## config.mk

```make
export PLATFORM = sky130hd
export DESIGN_NAME = pmc_power_ctrl
export DESIGN_NICKNAME = d
export VERILOG_FILES = /design/src/pmc_pkg.sv /design/src/pmc_power_ctrl.sv /design/src/pmc_sync.sv
export SDC_FILE = /design/constraint.sdc
export NUM_CORES = 1
export LEC_CHECK = 0
export ABC_AREA = 1
export BUFFER_PORTS_ARGS = -buffer_cell sky130_fd_sc_hd__clkbuf_2
export CELL_PAD_IN_SITES_DETAIL_PLACEMENT = 1
export CELL_PAD_IN_SITES_GLOBAL_PLACEMENT = 2
export CORE_MARGIN = 5
export CORE_UTILIZATION = 30
export DETAILED_ROUTE_END_ITERATION = 8
export MAX_ROUTING_LAYER = met4
export PLACE_DENSITY_LB_ADDON = 0.1
export SETUP_SLACK_MARGIN = 0.1
export SLEW_MARGIN = 5
export SYNTH_ARGS = -nofsm -noshare
export SYNTH_HDL_FRONTEND = slang
export SYNTH_SLANG_ARGS = --single-unit
```

## constraint.sdc

```tcl
create_clock -name clk_in -period 3.95 [get_ports clk_in]
set_input_delay 0.79 -clock clk_in [delete_from_list [all_inputs] [get_ports clk_in]]
set_output_delay 0.79 -clock clk_in [all_outputs]
set_load 0.02 [all_outputs]
```

## src/pmc_pkg.sv

```systemverilog
// Constants and types for the CPU power-mode controller.
// Assumes an 8-bit special-register bus from the CPU core.
package pmc_pkg;
    localparam logic [7:0] PWR_CTRL_ADDR = 8'h87;
    localparam logic [7:0] PWR_CTRL_RESET = 8'h00;
    localparam int IDLE_BIT = 0;
    localparam int STOP_BIT = 1;
    localparam int FLAG_LO = 2;
    localparam int FLAG_HI = 6;
    localparam int BAUD_BIT = 7;
    localparam logic [7:0] RESET_VECTOR = 8'h00;
    localparam logic [15:0] RESET_PC = 16'h0000;
    // Missing clock detector timeout
    localparam int MCD_TIMEOUT_US = 100;
    localparam int CLK_MHZ = 100;
    localparam int MCD_CYCLES = MCD_TIMEOUT_US * CLK_MHZ;
    localparam int MCD_CNT_W = 14;

    typedef enum logic [1:0]
    {
        PMC_RUN = 2'b00,
        PMC_IDLE = 2'b01,
        PMC_STOP = 2'b10
    } pmc_mode_type;
endpackage : pmc_pkg

```

## src/pmc_power_ctrl.sv

```systemverilog
// CPU power-mode controller: power control register, Idle and Stop modes.
// Assumes the CPU core drives a special-register write/read port on clk_in
// and pulses instr_done_in when the current instruction completes.
// Interrupt request, watchdog and detector inputs come from logic on clk_in;
// only the external reset pin is asynchronous.
`timescale 1ns/10ps
`default_nettype none
module pmc_power_ctrl
(
    input wire logic clk_in,
    input wire logic rst_in,
    input wire logic ext_reset_in,
    input wire logic reg_wr_in,
    input wire logic [7:0] reg_addr_in,
    input wire logic [7:0] reg_wdata_in,
    input wire logic instr_done_in,
    input wire logic irq_masked_in,
    input wire logic watchdog_expired_in,
    input wire logic watchdog_en_in,
    input wire logic mcd_en_in,
    output logic [7:0] reg_rdata_out,
    output logic cpu_clk_en_out,
    output logic periph_clk_en_out,
    output logic osc_en_out,
    output logic baud_doubler_out,
    output logic irq_wake_out,
    output logic sys_reset_out,
    output logic [15:0] reset_pc_out
);
    ////////////////////////////////////////////////////////////////////////
    // Controller state, registered as one word
    typedef struct packed
    {
        pmc_pkg::pmc_mode_type mode;
        logic idle_pend;
        logic stop_pend;
        logic baud_doubler;
        logic [4:0] software_flags;
        logic [pmc_pkg::MCD_CNT_W-1:0] mcd_cnt;
        logic [7:0] rdata;
        logic cpu_en;
        logic per_en;
        logic osc_en;
        logic wake;
        logic sreset;
    } pmc_state_type;

    localparam logic [pmc_pkg::MCD_CNT_W-1:0] MCD_LAST =
        pmc_pkg::MCD_CNT_W'(pmc_pkg::MCD_CYCLES - 1);
    localparam logic [pmc_pkg::MCD_CNT_W-1:0] MCD_STEP = pmc_pkg::MCD_CNT_W'(1);

    // State after any reset: running, every clock on, register cleared
    localparam pmc_state_type STATE_RESET = '{
        mode: pmc_pkg::PMC_RUN,
        idle_pend: 1'b0,
        stop_pend: 1'b0,
        baud_doubler: pmc_pkg::PWR_CTRL_RESET[pmc_pkg::BAUD_BIT],
        software_flags: pmc_pkg::PWR_CTRL_RESET[pmc_pkg::FLAG_HI:pmc_pkg::FLAG_LO],
        mcd_cnt: '0,
        rdata: pmc_pkg::PWR_CTRL_RESET,
        cpu_en: 1'b1,
        per_en: 1'b1,
        osc_en: 1'b1,
        wake: 1'b0,
        sreset: 1'b0
    };

    // Oscillator-fed clocks run in every mode but Stop
    function automatic logic osc_running(input pmc_pkg::pmc_mode_type mode);
        osc_running = (mode != pmc_pkg::PMC_STOP);
    endfunction : osc_running

    pmc_state_type state_r;
    pmc_state_type state_nxt;
    logic ext_reset_sync;
    logic wr_hit;

    ////////////////////////////////////////////////////////////////////////
    // External reset pin crossing
    pmc_sync u_rst_sync
    (
        .clk_in(clk_in),
        .rst_in(rst_in),
        .d_in(ext_reset_in),
        .q_out(ext_reset_sync)
    );

    // Write decode for the power control register
    assign wr_hit = reg_wr_in && (reg_addr_in == pmc_pkg::PWR_CTRL_ADDR);

    ////////////////////////////////////////////////////////////////////////
    // Next-state logic
    always_comb
    begin
        state_nxt = state_r;
        state_nxt.wake = 1'b0;
        state_nxt.sreset = 1'b0;
        // Register write: flags and baud stored, mode bits latch a request
        if (wr_hit)
        begin
            state_nxt.baud_doubler = reg_wdata_in[pmc_pkg::BAUD_BIT];
            state_nxt.software_flags =
                reg_wdata_in[pmc_pkg::FLAG_HI:pmc_pkg::FLAG_LO];
            state_nxt.idle_pend = reg_wdata_in[pmc_pkg::IDLE_BIT];
            state_nxt.stop_pend = reg_wdata_in[pmc_pkg::STOP_BIT];
        end

        // Mode sequencing
        unique case (state_r.mode)
            pmc_pkg::PMC_RUN:
            begin
                // Enter at end of setting instruction; stop takes precedence
                if (instr_done_in && (state_nxt.stop_pend || state_nxt.idle_pend))
                begin
                    if (state_nxt.stop_pend)
                        state_nxt.mode = pmc_pkg::PMC_STOP;
                    else
                        state_nxt.mode = pmc_pkg::PMC_IDLE;
                    // Requests are used up by the entry; detector starts afresh
                    state_nxt.idle_pend = 1'b0;
                    state_nxt.stop_pend = 1'b0;
                    state_nxt.mcd_cnt = '0;
                end
            end
            pmc_pkg::PMC_IDLE:
            begin
                // Masked request wakes regardless of priority
                if (irq_masked_in)
                begin
                    state_nxt.mode = pmc_pkg::PMC_RUN;
                    state_nxt.wake = 1'b1;
                end
                // Enabled watchdog expiry ends Idle through a reset
                if (watchdog_en_in && watchdog_expired_in)
                    state_nxt.sreset = 1'b1;
            end
            pmc_pkg::PMC_STOP:
            begin
                // Interrupts ignored; only detector counts
                if (mcd_en_in)
                begin
                    if (state_r.mcd_cnt == MCD_LAST)
                        state_nxt.sreset = 1'b1;
                    else
                        state_nxt.mcd_cnt = state_r.mcd_cnt + MCD_STEP;
                end
            end
            default:
                state_nxt.mode = pmc_pkg::PMC_RUN;
        endcase

        // External reset pin, after the synchroniser
        if (ext_reset_sync)
            state_nxt.sreset = 1'b1;

        // Internal or external reset restores run state and register
        if (state_nxt.sreset)
        begin
            state_nxt.mode = pmc_pkg::PMC_RUN;
            state_nxt.idle_pend = 1'b0;
            state_nxt.stop_pend = 1'b0;
            state_nxt.wake = 1'b0;
            {state_nxt.baud_doubler, state_nxt.software_flags} =
                pmc_pkg::PWR_CTRL_RESET[pmc_pkg::BAUD_BIT:pmc_pkg::FLAG_LO];
            state_nxt.mcd_cnt = '0;
        end

        // Mode bits read as zero; the rest mirrors the stored fields
        state_nxt.rdata = '0;
        state_nxt.rdata[pmc_pkg::BAUD_BIT] = state_nxt.baud_doubler;
        state_nxt.rdata[pmc_pkg::FLAG_HI:pmc_pkg::FLAG_LO] = state_nxt.software_flags;

        // Clock enables: only CPU clock gated in Idle
        state_nxt.cpu_en = (state_nxt.mode == pmc_pkg::PMC_RUN);
        state_nxt.per_en = osc_running(state_nxt.mode);
        state_nxt.osc_en = osc_running(state_nxt.mode);
    end

    ////////////////////////////////////////////////////////////////////////
    // State register
    always_ff @(posedge clk_in)
    begin
        if (rst_in)
        begin
            state_r <= STATE_RESET;
        end
        else
        begin
            state_r <= state_nxt;
        end
    end

    ////////////////////////////////////////////////////////////////////////
    // Outputs straight from flops
    assign reg_rdata_out = state_r.rdata;
    assign cpu_clk_en_out = state_r.cpu_en;
    assign periph_clk_en_out = state_r.per_en;
    assign osc_en_out = state_r.osc_en;
    assign baud_doubler_out = state_r.baud_doubler;
    assign irq_wake_out = state_r.wake;
    assign sys_reset_out = state_r.sreset;

    // Restart address is fixed
    assign reset_pc_out = pmc_pkg::RESET_PC;
endmodule : pmc_power_ctrl
`default_nettype wire

```

## src/pmc_sync.sv

```systemverilog
// Two-flop synchroniser for one level.
// Assumes input is asynchronous to clk_in.
`timescale 1ns/10ps
`default_nettype none
module pmc_sync
(
    input wire logic clk_in,
    input wire logic rst_in,
    input wire logic d_in,
    output logic q_out
);
    logic meta_r;

    // First flop feeds only the second
    always_ff @(posedge clk_in)
    begin
        if (rst_in)
        begin
            meta_r <= 1'b0;
            q_out <= 1'b0;
        end
        else
        begin
            meta_r <= d_in;
            q_out <= meta_r;
        end
    end
endmodule : pmc_sync
`default_nettype wire

```

==> results_dict.tcl <==
set metrics [dict create \
    outcome "completed" \
    crit_cells 10 \
    finalSetupViolations 0 \
    fin_ws_ns 1.61 \
    synth_top_area_share_pct 30.7 \
    p_leak_nw 0.865 \
    cts_sinks 30 \
    r2r_cells 10 \
    dieArea_mm2 0.00822 \
    start_util_pct 30.8 \
    synth-edff-count 0 \
    yosysWarnings 0 \
    io_buffers 36 \
    dp_hpwl_um 3640 \
    hold_violations 0 \
    synth-async-reset-ratio_pct 0 \
    yosys_most_used_dff "dfxtp_1" \
    worstMarginPinSlew_ns 1.00 \
    r2r_setup_slack_ns 1.61 \
    cp_slowest_cell "nand2_1" \
    drtPass1Iterations 3 \
    drt_iter0_markers 38 \
    fillerInstances 832 \
    syn_inst 272 \
    crit_path_cell_trace "ha_1 > nand2_1 > nor2_4 > inv_2 > nor2_2 > nand3b_1 > nand2_1 > a21oi_1 > nand2_1 > nor3_1" \
    drc 0 \
    clkLatencyLatePin_ns 0.28 \
    critPathCaptureType "register" \
    cts.reportedPaths.clkPinSlew_ns 0.06 \
    worstPathRequired_ns 4.07 \
    synth_seq_area_share_pct 30.7 \
    post-place-ws_ns 1.47 \
    ys_top_cells_by_area "dfxtp_1 31%, nand2_1 12%, buf_4 10%" \
    grt.total_usage_pct 12.5 \
    crit_path_frequent_cell "nand2_1" \
    slew_headroom_pct 33.0 \
    grt_max_degree 24 \
    syn_to_final_growth_pct 10.1 \
    whs_ns 0.406 \
    period_needed_ns 2.34 \
    cts_setup_buffers 0 \
    hp-class "register to register" \
    drt_wl_total_um 4640 \
    max_stage_delay_ns 0.74 \
    vias 1691 \
    clk_path_buf_depth 2 \
    io_pins 55 \
    synth_top_area_cell "dfxtp_1" \
    grt_pass1_wl_um 8310 \
    tns_ns 0 \
    crit_fanout 23 \
    syn_avg_cell_area_um2 7.18 \
    post_cts_resized 0 \
    grt_pass1_vias 1800 \
    post_synth_num_cell_types 28 \
    fp.dieH_um 90.7 \
    ys_seq_elements 30 \
    overflow 0 \
    postRouteAntennaNets 0 \
    worstHoldPathCells 2 \
    rows 29 \
    critPathTopFamily "simple AND/OR/NAND/NOR gates" \
    antenna_found_initial 0 \
    peakVddDrop_v 0.000179 \
    wire_per_inst_um 12.3 \
    die_w_um 90.7 \
    syn-cell-area_mm2 0.00195 \
    p_per_area_mw_per_mm2 286 \
    hold_buffers 0 \
    root_buffer "clkbuf_8" \
    fin_skew_ns 0.00205 \
    drive_gt1_share_pct 22.2 \
    diodes 0 \
    routed_via_density 4.46 \
    rsz0062_at_grt "false" \
    gp_congestion 0.717 \
    startpoint_type "register" \
    cts-buffers-inserted 5 \
    path_class "register to register" \
    h-tree-depth 2 \
    arrival_ns 2.46 \
    core_area_mm2 0.00635 \
    maxSlewViolCount 0 \
    fin_crit_sh_pct 59.3 \
    drv_cap 0 \
    nets 332 \
    cp.buffers_inverters 1 \
    cts_tree "done" \
    fmax_mhz 427 \
]
## worst paths after layout
check,from,to
setup reg to reg,state_r[13],state_r[33]
setup / recovery,state_r[13],state_r[33]
hold / removal,u_rst_sync.meta_r,u_rst_sync.q_out
hold reg to reg,u_rst_sync.meta_r,u_rst_sync.q_out
## per-layer routing
metal	global-route usage (%)	vias to the layer above	part of all wire [%]
li1	-	896	-
met1	14.9	760	47
met2	20.3	30	48
met3	3.50	5	4.0
met4	4.09	0	1.1
met5	-	-	0
## flip-flops by register name (all words and copies together), names as in the netlist
signal and flops:
u_rst_sync.meta_r 1, baud_doubler_out 1, sys_reset_out 1, cpu_clk_en_out 1, u_rst_sync.q_out 1, osc_en_out 1
irq_wake_out 1, state_r 22, reg_rdata_out 1
## through the flow
step | total power [W] | utilization [%] | instance area, um2 | cells
CTS | 0.000629 | 33.9 | 2150 | 379
floorplan | 0.000364 | - | 2020 | 289
finish | 0.000615 | 33.9 | 2150 | 379
global route | 0.000648 | 33.9 | 2150 | 379
global placement | 0.000368 | 32.4 | 2060 | 371
detailed placement | 0.000368 | 32.4 | 2060 | 371
## worst register-to-register path, cell delays in order (launching register included)
cell,delay [ns]
dfxtp_1,0.38
ha_1,0.23
nand2_1,0.12
nor2_4,0.17
inv_2,0.05
nor2_2,0.14
nand3b_1,0.10
nand2_1,0.07
a21oi_1,0.09
nand2_1,0.74
nor3_1,0.11
## cell families (layout without fill, tap and decap cells)
logic type / after synthesis / count (layout) / synth area share [%]
and+or+nand+nor: 142 / 142 / 34.8
buffers and inverters: 58 / 71 / 17.2
DFF: 30 / 30 / 30.7
AOI/OAI and AO/OA: 27 / 27 / 9.61
xor gates and xnor gates: 8 / 8 / 3.59
adders and majority gates: 6 / 6 / 3.84
other: 1 / 18 / 0.192
## cells in the final DEF (no fill, tap or decap), drive strengths merged
cell / instances
dfxtp: 30
nor3: 6
a21o: 1
nand3: 27
a22oi: 1
nor2: 32
inv: 27
xor2: 8
nand2: 64
nand3b: 2
clkbuf: 43
ha: 6
nand4: 10
o21bai: 1
clkinv: 1
nor3b: 1
conb: 18
a21oi: 24
## area by class of cell
cell class	count	area, um2	area share, %
Clock buffer	7	86.3	4.01
Tap cell	77	96.3	4.48
Clock inverter	1	5.00	0.233
Inverter	27	101	4.71
Timing Repair Buffer	36	180	8.38
Multi-Input combinational cell	201	1080	50.3
Sequential cell	30	601	27.9
## report_power, final
part           switching (W)  internal (W)
Combinational      0.0000413     0.0000144
Sequential       0.000000758      0.000304
Clock               0.000114      0.000140
## Yosys cell counts, drive strengths merged (2+ instances only)
library cell	number
ha	6
nor3	6
xor2	8
nand2	64
a21oi	24
buf	30
inv	27
nand4	10
nand3	27
dfxtp	30
nand3b	2
nor2	32
Note: power is estimated with default switching activity, not from simulation.
